`src/common/mms_pkg.sv`:
```
// Shared constants and carrier types of the module management controller
package mms_pkg;

	// ==================================================================
	// Clock and timing
	localparam int unsigned CLK_MHZ         = 100;
	localparam int unsigned CNT_W           = 28;
	localparam int unsigned T_RESET_MIN_US  = 2;
	localparam int unsigned T_INIT_MS       = 2000;
	localparam int unsigned T_LP_ON_US      = 100;
	localparam int unsigned T_LP_OFF_MS     = 300;
	localparam int unsigned T_PD_ON_MS      = 100;
	localparam int unsigned T_PD_OFF_MS     = 300;
	localparam int unsigned T_RATESEL_US    = 100;
	localparam int unsigned RESET_MIN_CYC   = T_RESET_MIN_US * CLK_MHZ;
	localparam int unsigned INIT_CYC        = T_INIT_MS * 1000 * CLK_MHZ;
	localparam int unsigned LP_ON_CYC       = T_LP_ON_US * CLK_MHZ;
	localparam int unsigned LP_OFF_CYC      = T_LP_OFF_MS * 1000 * CLK_MHZ;
	localparam int unsigned PD_ON_CYC       = T_PD_ON_MS * 1000 * CLK_MHZ;
	localparam int unsigned PD_OFF_CYC      = T_PD_OFF_MS * 1000 * CLK_MHZ;
	localparam int unsigned RATESEL_CYC     = T_RATESEL_US * CLK_MHZ;
	localparam int unsigned RST_CNT_W       = 8;

	// ==================================================================
	// Register map (byte addresses)
	localparam int unsigned ADDR_W          = 8;
	localparam logic [7:0]  ADDR_STATUS     = 8'h00;
	localparam logic [7:0]  ADDR_FLAGS      = 8'h04;
	localparam logic [7:0]  ADDR_MASK       = 8'h08;
	localparam logic [7:0]  ADDR_CONTROL    = 8'h0C;

	// STATUS fields
	localparam int unsigned ST_DNR          = 0;
	localparam int unsigned ST_FUNC         = 1;
	localparam int unsigned ST_LOWPWR       = 2;
	localparam int unsigned ST_RATEBUSY     = 3;
	localparam int unsigned ST_BUSRDY       = 4;

	// FLAGS / MASK layout
	localparam int unsigned LANES           = 4;
	localparam int unsigned FLG_W           = 9;
	localparam int unsigned FLG_READY       = 0;
	localparam int unsigned FLG_LOS_LSB     = 1;
	localparam int unsigned FLG_TXF_LSB     = 5;
	localparam logic [FLG_W-1:0] MASK_RST   = 9'h000;

	// CONTROL fields
	localparam int unsigned CTL_PDOWN       = 0;
	localparam int unsigned CTL_RATE_LSB    = 1;
	localparam int unsigned RATE_W          = 4;

	// ==================================================================
	// Two-wire management address, 8-bit form 1010000x
	localparam logic [6:0]  DEV_ADDR7       = 7'h50;
	localparam logic [2:0]  LAST_BIT        = 3'h7;

	// ==================================================================
	// Carriers
	typedef struct packed {
		logic              psel;
		logic              penable;
		logic              pwrite;
		logic [ADDR_W-1:0] paddr;
		logic [31:0]       pwdata;
	} mms_apb_req_t;

	typedef struct packed {
		logic [31:0] prdata;
		logic        pready;
		logic        pslverr;
	} mms_apb_rsp_t;

endpackage : mms_pkg

```
`src/design/mms_ctrl.sv`:
```
// Management control, status sequencing and interrupt logic of the optical module
`timescale 1ns/1ns
`default_nettype none

// Behaviour
// - Reset pin low longer than 2 us is a reset request.
// - Module is fully functional within 2000 ms after power-on or reset release.
// - Two-wire bus answers no later than 2000 ms after power-on.
// - Data-not-ready clears and interrupt asserts within 2000 ms of power-on.
// - Fully functional once interrupt raised by data-not-ready clearing.
// - Low-power pin high enters power level 1 within 100 us.
// - Low-power pin low returns to full operation within 300 ms.
// - Any flag condition sets its flag and pulls interrupt low within 200 ms.
// - Receive loss of signal sets its flag and interrupt within 100 ms.
// - Transmit fault sets its flag and interrupt within 200 ms.
// - Flags clear on read; interrupt released within 500 us afterwards.
// - Setting a mask bit stops its interrupt within 100 ms.
// - Clearing a mask bit resumes its interrupt within 100 ms.
// - Rate select change settles bandwidth within 100 us.
// - Software power-down set enters power level 1 within 100 ms.
// - Software power-down cleared returns to full operation within 300 ms.
// - Write-triggered response times count from the end of that write.
// - Module answers two-wire address 1010000x only.
module mms_ctrl #(
	parameter logic [mms_pkg::CNT_W-1:0] INIT_CYC    = mms_pkg::CNT_W'(mms_pkg::INIT_CYC),
	parameter logic [mms_pkg::CNT_W-1:0] LP_ON_CYC   = mms_pkg::CNT_W'(mms_pkg::LP_ON_CYC),
	parameter logic [mms_pkg::CNT_W-1:0] LP_OFF_CYC  = mms_pkg::CNT_W'(mms_pkg::LP_OFF_CYC),
	parameter logic [mms_pkg::CNT_W-1:0] PD_ON_CYC   = mms_pkg::CNT_W'(mms_pkg::PD_ON_CYC),
	parameter logic [mms_pkg::CNT_W-1:0] PD_OFF_CYC  = mms_pkg::CNT_W'(mms_pkg::PD_OFF_CYC),
	parameter logic [mms_pkg::CNT_W-1:0] RATESEL_CYC = mms_pkg::CNT_W'(mms_pkg::RATESEL_CYC)
) (
	// Clock and reset
	input  wire logic                        clk,
	input  wire logic                        reset,
	// APB register port
	input  wire mms_pkg::mms_apb_req_t       apb_req,
	output var  mms_pkg::mms_apb_rsp_t       apb_rsp,
	// Module pins to and from the host
	input  wire logic                        reset_n_pin,
	input  wire logic                        low_power_pin,
	output logic                             interrupt_n_pin,
	// Two-wire management bus
	input  wire logic                        scl_in,
	input  wire logic                        sda_in,
	output logic                             sda_out,
	output logic                             sda_oe,
	// Lane conditions from the optics
	input  wire logic [mms_pkg::LANES-1:0]   rx_los_in,
	input  wire logic [mms_pkg::LANES-1:0]   tx_fault_in,
	// Module state towards the optics and the system
	output logic                             irq,
	output logic                             power_low,
	output logic                             fully_functional,
	output logic [mms_pkg::RATE_W-1:0]       rate_applied
);
	import mms_pkg::*;

	// ==================================================================
	// Input synchronisers
	logic [1:0]       rstn_sync_q;
	logic [1:0]       lp_sync_q;
	logic [2:0]       scl_sync_q;
	logic [2:0]       sda_sync_q;
	logic [LANES-1:0] los_s1_q;
	logic [LANES-1:0] los_s2_q;
	logic [LANES-1:0] txf_s1_q;
	logic [LANES-1:0] txf_s2_q;

	always_ff @(posedge clk) begin
		if (reset) begin
			rstn_sync_q <= 2'h3;
			lp_sync_q   <= 2'h0;
			scl_sync_q  <= 3'h7;
			sda_sync_q  <= 3'h7;
			los_s1_q    <= '0;
			los_s2_q    <= '0;
			txf_s1_q    <= '0;
			txf_s2_q    <= '0;
		end else begin
			rstn_sync_q <= {rstn_sync_q[0], reset_n_pin};
			lp_sync_q   <= {lp_sync_q[0], low_power_pin};
			scl_sync_q  <= {scl_sync_q[1:0], scl_in};
			sda_sync_q  <= {sda_sync_q[1:0], sda_in};
			los_s1_q    <= rx_los_in;
			los_s2_q    <= los_s1_q;
			txf_s1_q    <= tx_fault_in;
			txf_s2_q    <= txf_s1_q;
		end
	end

	// ==================================================================
	// Reset pin filter
	// Short glitches on the pin must not restart the module.
	logic [RST_CNT_W-1:0] rst_low_cnt_q;
	logic                 rst_request;

	assign rst_request = (rst_low_cnt_q == RST_CNT_W'(RESET_MIN_CYC));

	always_ff @(posedge clk) begin
		if (reset) begin
			rst_low_cnt_q <= '0;
		end else if (rstn_sync_q[1]) begin
			rst_low_cnt_q <= '0;
		end else if (!rst_request) begin
			rst_low_cnt_q <= rst_low_cnt_q + RST_CNT_W'(1);
		end
	end

	// ==================================================================
	// Initialisation sequencer
	typedef enum logic [1:0] {
		MMS_HOLD,
		MMS_INIT,
		MMS_READY
	} mms_init_t;

	mms_init_t        init_q;
	logic [CNT_W-1:0] init_cnt_q;
	logic             dnr_q;
	logic             init_done;
	logic             held;

	assign held      = (init_q == MMS_HOLD);
	assign init_done = (init_q == MMS_INIT) && (init_cnt_q == INIT_CYC - CNT_W'(1));

	always_ff @(posedge clk) begin
		if (reset) begin
			init_q     <= MMS_INIT;
			init_cnt_q <= '0;
			dnr_q      <= 1'b1;
		end else if (rst_request) begin
			init_q     <= MMS_HOLD;
			init_cnt_q <= '0;
			dnr_q      <= 1'b1;
		end else begin
			case (init_q)
				MMS_HOLD: begin
					// Sequence restarts at the rising edge of the pin
					if (rstn_sync_q[1]) begin
						init_q <= MMS_INIT;
					end
				end
				MMS_INIT: begin
					if (init_done) begin
						init_q <= MMS_READY;
						dnr_q  <= 1'b0;
					end else begin
						init_cnt_q <= init_cnt_q + CNT_W'(1);
					end
				end
				MMS_READY: begin
					init_cnt_q <= '0;
				end
				default: begin
					init_q <= MMS_INIT;
				end
			endcase
		end
	end

	// ==================================================================
	// APB slave
	logic        access;
	logic        wr_en;
	logic        rd_en;
	logic        sw_pdown_q;
	logic [RATE_W-1:0] rate_sel_q;
	logic [FLG_W-1:0]  flags_q;
	logic [FLG_W-1:0]  mask_q;
	logic [31:0]       status_word;

	function automatic logic addr_mapped(input logic [ADDR_W-1:0] a);
		if (a == ADDR_STATUS) begin
			return 1'b1;
		end else if (a == ADDR_FLAGS) begin
			return 1'b1;
		end else if (a == ADDR_MASK) begin
			return 1'b1;
		end else if (a == ADDR_CONTROL) begin
			return 1'b1;
		end else begin
			return 1'b0;
		end
	endfunction : addr_mapped

	assign access = apb_req.psel && apb_req.penable && apb_rsp.pready;
	assign wr_en  = access && apb_req.pwrite && addr_mapped(apb_req.paddr);
	assign rd_en  = access && !apb_req.pwrite && addr_mapped(apb_req.paddr);

	always_comb begin
		status_word              = '0;
		status_word[ST_DNR]      = dnr_q;
		status_word[ST_FUNC]     = fully_functional;
		status_word[ST_LOWPWR]   = power_low;
		status_word[ST_RATEBUSY] = (rate_sel_q != rate_applied);
		status_word[ST_BUSRDY]   = !dnr_q;
	end

	// Ready is registered so every response signal leaves a flip-flop;
	// this gives exactly one access cycle per transfer.
	always_ff @(posedge clk) begin
		if (reset) begin
			apb_rsp <= '0;
		end else begin
			apb_rsp.pready <= apb_req.psel && !apb_req.penable;
			if (apb_req.psel && !apb_req.penable) begin
				apb_rsp.pslverr <= !addr_mapped(apb_req.paddr);
				if (apb_req.pwrite) begin
					apb_rsp.prdata <= '0;
				end else if (apb_req.paddr == ADDR_STATUS) begin
					apb_rsp.prdata <= status_word;
				end else if (apb_req.paddr == ADDR_FLAGS) begin
					apb_rsp.prdata <= 32'(flags_q);
				end else if (apb_req.paddr == ADDR_MASK) begin
					apb_rsp.prdata <= 32'(mask_q);
				end else if (apb_req.paddr == ADDR_CONTROL) begin
					apb_rsp.prdata <= 32'({rate_sel_q, sw_pdown_q});
				end else begin
					apb_rsp.prdata <= '0;
				end
			end
		end
	end

	// ==================================================================
	// Control and mask registers
	always_ff @(posedge clk) begin
		if (reset || held) begin
			sw_pdown_q <= 1'b0;
			rate_sel_q <= '0;
			mask_q     <= MASK_RST;
		end else if (wr_en) begin
			if (apb_req.paddr == ADDR_CONTROL) begin
				sw_pdown_q <= apb_req.pwdata[CTL_PDOWN];
				rate_sel_q <= apb_req.pwdata[CTL_RATE_LSB +: RATE_W];
			end else if (apb_req.paddr == ADDR_MASK) begin
				mask_q <= apb_req.pwdata[FLG_W-1:0];
			end
		end
	end

	// ==================================================================
	// Latched flags
	// A flag is cleared by the read that returns it, or by writing a one;
	// a condition still present sets it again in the same cycle.
	logic [FLG_W-1:0] flag_set;
	logic [FLG_W-1:0] flag_clr;
	logic [LANES-1:0] los_set;
	logic [LANES-1:0] txf_set;

	always_comb begin
		flag_set                       = '0;
		flag_set[FLG_READY]            = init_done;
		flag_set[FLG_LOS_LSB +: LANES] = los_set;
		flag_set[FLG_TXF_LSB +: LANES] = txf_set;
		flag_clr              = '0;
		if (rd_en && (apb_req.paddr == ADDR_FLAGS)) begin
			flag_clr = apb_rsp.prdata[FLG_W-1:0];
		end else if (wr_en && (apb_req.paddr == ADDR_FLAGS)) begin
			flag_clr = apb_req.pwdata[FLG_W-1:0];
		end
	end

	genvar ln;
	generate
		for (ln = 0; ln < LANES; ln++) begin : g_lane
			assign los_set[ln] = los_s2_q[ln] && !held;
			assign txf_set[ln] = txf_s2_q[ln] && !held;
		end
	endgenerate

	always_ff @(posedge clk) begin
		if (reset || held) begin
			flags_q <= '0;
		end else begin
			flags_q <= (flags_q & ~flag_clr) | flag_set;
		end
	end

	// ==================================================================
	// Interrupt outputs
	logic irq_d;

	assign irq_d = |(flags_q & ~mask_q);

	always_ff @(posedge clk) begin
		if (reset) begin
			irq             <= 1'b0;
			interrupt_n_pin <= 1'b1;
		end else begin
			irq             <= irq_d;
			interrupt_n_pin <= !irq_d;
		end
	end

	// ==================================================================
	// Power level control
	// Entry and exit both settle over a counted delay so that the optics
	// see a stable request; pin entry is far faster than software, and either exit takes the software exit count.
	logic             lp_target;
	logic [CNT_W-1:0] pwr_cnt_q;
	logic [CNT_W-1:0] pwr_limit;

	assign lp_target = lp_sync_q[1] || sw_pdown_q;

	always_comb begin
		if (power_low) begin
			pwr_limit = lp_sync_q[1] ? LP_OFF_CYC : PD_OFF_CYC;
		end else if (lp_sync_q[1]) begin
			pwr_limit = LP_ON_CYC;
		end else begin
			pwr_limit = PD_ON_CYC;
		end
	end

	always_ff @(posedge clk) begin
		if (reset) begin
			pwr_cnt_q <= '0;
			power_low <= 1'b0;
		end else if (lp_target == power_low) begin
			pwr_cnt_q <= '0;
		end else if (pwr_cnt_q >= pwr_limit - CNT_W'(1)) begin
			pwr_cnt_q <= '0;
			power_low <= lp_target;
		end else begin
			pwr_cnt_q <= pwr_cnt_q + CNT_W'(1);
		end
	end

	always_ff @(posedge clk) begin
		if (reset) begin
			fully_functional <= 1'b0;
		end else begin
			fully_functional <= (init_q == MMS_READY) && !power_low;
		end
	end

	// ==================================================================
	// Rate select settling
	logic [CNT_W-1:0] rate_cnt_q;

	always_ff @(posedge clk) begin
		if (reset) begin
			rate_cnt_q   <= '0;
			rate_applied <= '0;
		end else if (rate_sel_q == rate_applied) begin
			rate_cnt_q <= '0;
		end else if (rate_cnt_q >= RATESEL_CYC - CNT_W'(1)) begin
			rate_cnt_q   <= '0;
			rate_applied <= rate_sel_q;
		end else begin
			rate_cnt_q <= rate_cnt_q + CNT_W'(1);
		end
	end

	// ==================================================================
	// Two-wire address recogniser
	// Only the address phase is answered here; data bytes are left to the
	// memory side and ignored by this block.
	typedef enum logic [1:0] {
		MMS_I_IDLE,
		MMS_I_ADDR,
		MMS_I_ACK,
		MMS_I_SKIP
	} mms_i2c_t;

	mms_i2c_t   i2c_q;
	logic [2:0] bit_cnt_q;
	logic [7:0] shift_q;
	logic       addr_done_q;
	logic       scl_rise;
	logic       scl_fall;
	logic       bus_start;
	logic       bus_stop;

	assign scl_rise  = scl_sync_q[1] && !scl_sync_q[2];
	assign scl_fall  = !scl_sync_q[1] && scl_sync_q[2];
	assign bus_start = scl_sync_q[1] && scl_sync_q[2] && sda_sync_q[2] && !sda_sync_q[1];
	assign bus_stop  = scl_sync_q[1] && scl_sync_q[2] && !sda_sync_q[2] && sda_sync_q[1];

	always_ff @(posedge clk) begin
		if (reset) begin
			i2c_q       <= MMS_I_IDLE;
			bit_cnt_q   <= '0;
			shift_q     <= '0;
			addr_done_q <= 1'b0;
			sda_out     <= 1'b0;
			sda_oe      <= 1'b0;
		end else if (bus_start) begin
			i2c_q       <= MMS_I_ADDR;
			bit_cnt_q   <= '0;
			addr_done_q <= 1'b0;
			sda_oe      <= 1'b0;
		end else if (bus_stop) begin
			i2c_q  <= MMS_I_IDLE;
			sda_oe <= 1'b0;
		end else begin
			case (i2c_q)
				MMS_I_IDLE: begin
					sda_oe <= 1'b0;
				end
				MMS_I_ADDR: begin
					if (scl_rise) begin
						shift_q   <= {shift_q[6:0], sda_sync_q[1]};
						bit_cnt_q <= bit_cnt_q + 3'h1;
						if (bit_cnt_q == LAST_BIT) begin
							addr_done_q <= 1'b1;
						end
					end else if (scl_fall && addr_done_q) begin
						// Silent until initialisation has finished
						if ((shift_q[7:1] == DEV_ADDR7) && !dnr_q) begin
							i2c_q  <= MMS_I_ACK;
							sda_oe <= 1'b1;
						end else begin
							i2c_q <= MMS_I_SKIP;
						end
					end
				end
				MMS_I_ACK: begin
					if (scl_fall) begin
						i2c_q  <= MMS_I_SKIP;
						sda_oe <= 1'b0;
					end
				end
				MMS_I_SKIP: begin
					sda_oe <= 1'b0;
				end
				default: begin
					i2c_q <= MMS_I_IDLE;
				end
			endcase
		end
	end

endmodule : mms_ctrl

`default_nettype wire

```
`config.mk`:
```
export PLATFORM = sky130hd
export DESIGN_NAME = mms_ctrl
export DESIGN_NICKNAME = d
export VERILOG_FILES = /design/src/common/mms_pkg.sv /design/src/design/mms_ctrl.sv
export SDC_FILE = /design/constraint.sdc
export NUM_CORES = 1
export LEC_CHECK = 0
export BUFFER_PORTS_ARGS = -buffer_cell sky130_fd_sc_hd__buf_2
export CELL_PAD_IN_SITES_DETAIL_PLACEMENT = 0
export CELL_PAD_IN_SITES_GLOBAL_PLACEMENT = 1
export CORE_UTILIZATION = 40
export DETAILED_ROUTE_END_ITERATION = 8
export PLACE_DENSITY_LB_ADDON = 0.1
export RECOVER_POWER = 25
export SLEW_MARGIN = 20
export SYNTH_ARGS = -nofsm -noshare
export SYNTH_HDL_FRONTEND = slang
export SYNTH_SLANG_ARGS = --single-unit
```
`constraint.sdc`:
```
create_clock -name clk -period 3.1 [get_ports clk]
set_clock_uncertainty 0.2 [all_clocks]
set_input_delay 0.31 -clock clk [delete_from_list [all_inputs] [get_ports clk]]
set_output_delay 0.31 -clock clk [all_outputs]
set_load 0.02 [all_outputs]
```
==> results.tsv <==
metric	value	unit
status	complete, but fails checks	
failing checks	max-capacitance violations, max-slew violations	
initial antenna violation count	0	
CP cell instances	nor2b_2 -> inv_1 -> ha_1 -> nand4_1 -> a21oi_1 -> a2111oi_0 -> o31ai_1 -> a31o_2 -> a211oi_1	
fin crit period	2.72	ns
Worst slew margin	-0.146	
Routed Antenna Nets	0	
WHS	0.153	ns
IO Port Bufs	53	
RR Startpoint	power_low$_SDFFE_PP0P_	
syn_area_per_cell	9.07	µm²
Wirelength per Cell	14.0	µm
CP max FO	9	
Power Density	525	nW/µm²
CP Capture Type	flip-flop	
most common cell in the netlist	dfxtp_1	
ranking of synthesized cells by area	dfxtp_1 46%, nor2_1 5.7%, xor2_1 4.3%	
M2 GR Usage	0.295	
GRT Max-Usage Layer	met2	
Sink Count	178	
DRC errors left	0	
TritonCTS clock tree	done	
synthesized instance count	854	
drt pass-1 iters	5	
top-area cell type share of the netlist area	0.460	
Rows	50	
peak supply drop	340	µV
met3 usage	0.0435	
largest area contributor in the netlist	dfxtp_1	
Max-Cap Viols	1	
#FFs+latches synth	178	
Synth Cell Area	7750	µm²
min-delay src	apb_req[32]	
Layout Nets	1026	
crit path DAT	2.85	ns
Commonest cells post-synth	178 x dfxtp_1, 118 x nor2_1, 67 x nand2_1	
Synth warnings	0	
Top Ports	101	
Ant. Diodes	0	
CTS HTree Levels	4	
placed wire-length estimate	12100	µm
Worst setup SP type	flip-flop	
largest net degree at the start of global routing	43	
Syn-to-layout area delta	16.9	%
gpl congestion	0.842	
Max Buffers Root-to-Sink	2	
Vias	6119	
chip height	141	µm
via/cell ratio	5.02	
EDFF count, synth	0	
Slew @ Worst Pin	1.72	ns
top_reg_cell synth	dfxtp_1	
RSZ-0062 raised after global routing	false	
Seq/Total Area, Yosys	0.460	
clk_lat worst skew	0.43	ns
Final setup viols	0	
Setup TNS	0	ns
period utilization	0.878	
first-pass GRT wire length	28000	µm
fraction of registers with async set/reset	0	
Final Hold Fails	0	
Critical Path RT	3.23	ns
fin. max-slew vios	43	
fmax	367	MHz
Core Region	18800	µm²
Root Buffer	clkbuf_16	
Routed WL	17100	µm
Leak	3.35	nW
CP max stage delay	0.42	ns
Setup Crit Path Kind	flip-flop to flip-flop	
Synth cell types	74	
Initial Utilization	0.412	
Iter 0 DRT Violations	240	
Worst-path clk slew	0.07	ns
Hold Path Class	input port to flip-flop	
GRT overflow	0	
Total GRT Usage	0.178	
die area	19900	µm²
die width	141	µm
vias in the first global route	5826	
Num CTS Buffers	17	
Max stage delay cell, worst path	dfxtp_1	
layout cells sized above 1	0.115	
crit path from	power_low$_SDFFE_PP0P_	
grt met1 use	0.227	
==> stage by stage <==
step | power, mW | utilization | cell area (µm²) | setup slack (ns) | cells
final | 4.76 | 0.481 | 9060 | 0.378 | 1218
after global routing | 4.94 | 0.481 | 9060 | 0.155 | 1218
after detailed placement | 2.62 | 0.439 | 8270 | 0.248 | 1165
after floorplan | 2.57 | - | 7900 | 0.568 | 894
after CTS | 4.82 | 0.482 | 9070 | 0.228 | 1218
after global placement | 2.61 | 0.439 | 8270 | 0.368 | 1165
==> layer usage <==
layer | wire length [µm] | part of all wire
met1 | 8200 | 0.48
met2 | 7960 | 0.47
met3 | 702 | 0.041
met4 | 189 | 0.011
met5 | 0 | 0
==> repair_timing <==
action                                  4_1_cts  5_1_grt
hold buffers                                 21        0
buffers inserted                              0        0
endpoints found under the hold margin        26        0
gates resized for setup                       0        1
endpoints found under the setup margin        0        8
==> path summary, 6_finish.rpt <==
check / cells after the start / to / slack (ns)
worst max-delay path: 9 / power_low$_SDFFE_PP0P_ / 0.38
worst min register to register: 1 / sda_sync_q[1]$_SDFF_PP1_ / 0.21
worst max register to register: 9 / power_low$_SDFFE_PP0P_ / 0.38
worst min-delay path: 5 / apb_rsp[0]$_SDFFE_PP0P_ / 0.15
==> cell usage in the layout, fill, tap and decap left out, drive strengths merged, types with 4 or more instances in the layout <==
master       instances
a22oi                9
and3                11
nor4b                5
or4                  4
o31ai                6
buf                 50
nor4                10
and2                 5
clkbuf              33
nand4               30
nand2               67
or2                 12
dfxtp              178
nand2b               7
mux2i               24
conb                41
ha                  24
inv                 35
a21oi               48
o2111ai              5
nor2b               29
nand3               34
o211ai               5
and4                 7
dlygate4sd3         21
xor2                38
xnor2               22
nor2               118
o21ai               11
nor3                17
==> flip-flops by register name, summed over array words and instances (netlist names), 8 cells and up <==
name and cells:
apb_rsp 11, flags_q 9, init_cnt_q 28, mask_q 9, pwr_cnt_q 28, rate_cnt_q 28
rst_low_cnt_q 8, shift_q 8
==> area by class of cell <==
cell class,count,area (µm²)
Fill cell,1807,9770
Multi-Input combinational cell,638,3940
Sequential cell,178,3560
Timing Repair Buffer,86,542
Clock buffer,18,439
Tap cell,260,325
Clock inverter,14,160
Inverter,24,90.1
==> power breakdown <==
part / internal, mW / switching, mW / total [mW]
sequential: 2.33 / 0.0243 / 2.35
combinational: 0.0862 / 0.142 / 0.228
clock: 1.18 / 0.996 / 2.17
total: 3.59 / 1.16 / 4.76
==> critical path: cells and delay by family (launching register included) <==
| kind | cells | cell delay [ns] |
|---|---|---|
| buf+inv | 1 | 0.09 |
| compound gates | 5 | 1.09 |
| simple gates | 2 | 0.54 |
| fa+ha+maj | 1 | 0.30 |
| flops | 1 | 0.42 |
==> logic make-up (layout without fill, tap and decap cells) <==
family / Yosys count / after routing / synth area share
buffers and inverters: 78 / 142 / 0.0528
AND/OR/NAND/NOR: 370 / 370 / 0.245
adder cells (fa/ha/maj): 24 / 24 / 0.0387
other: 1 / 41 / 0.000484
XOR/XNOR: 60 / 60 / 0.0678
flip-flops: 178 / 178 / 0.460
AO/OA/AOI/OAI: 116 / 116 / 0.0996
multiplexers: 27 / 27 / 0.0354
Note: power is estimated with default switching activity, not from simulation.
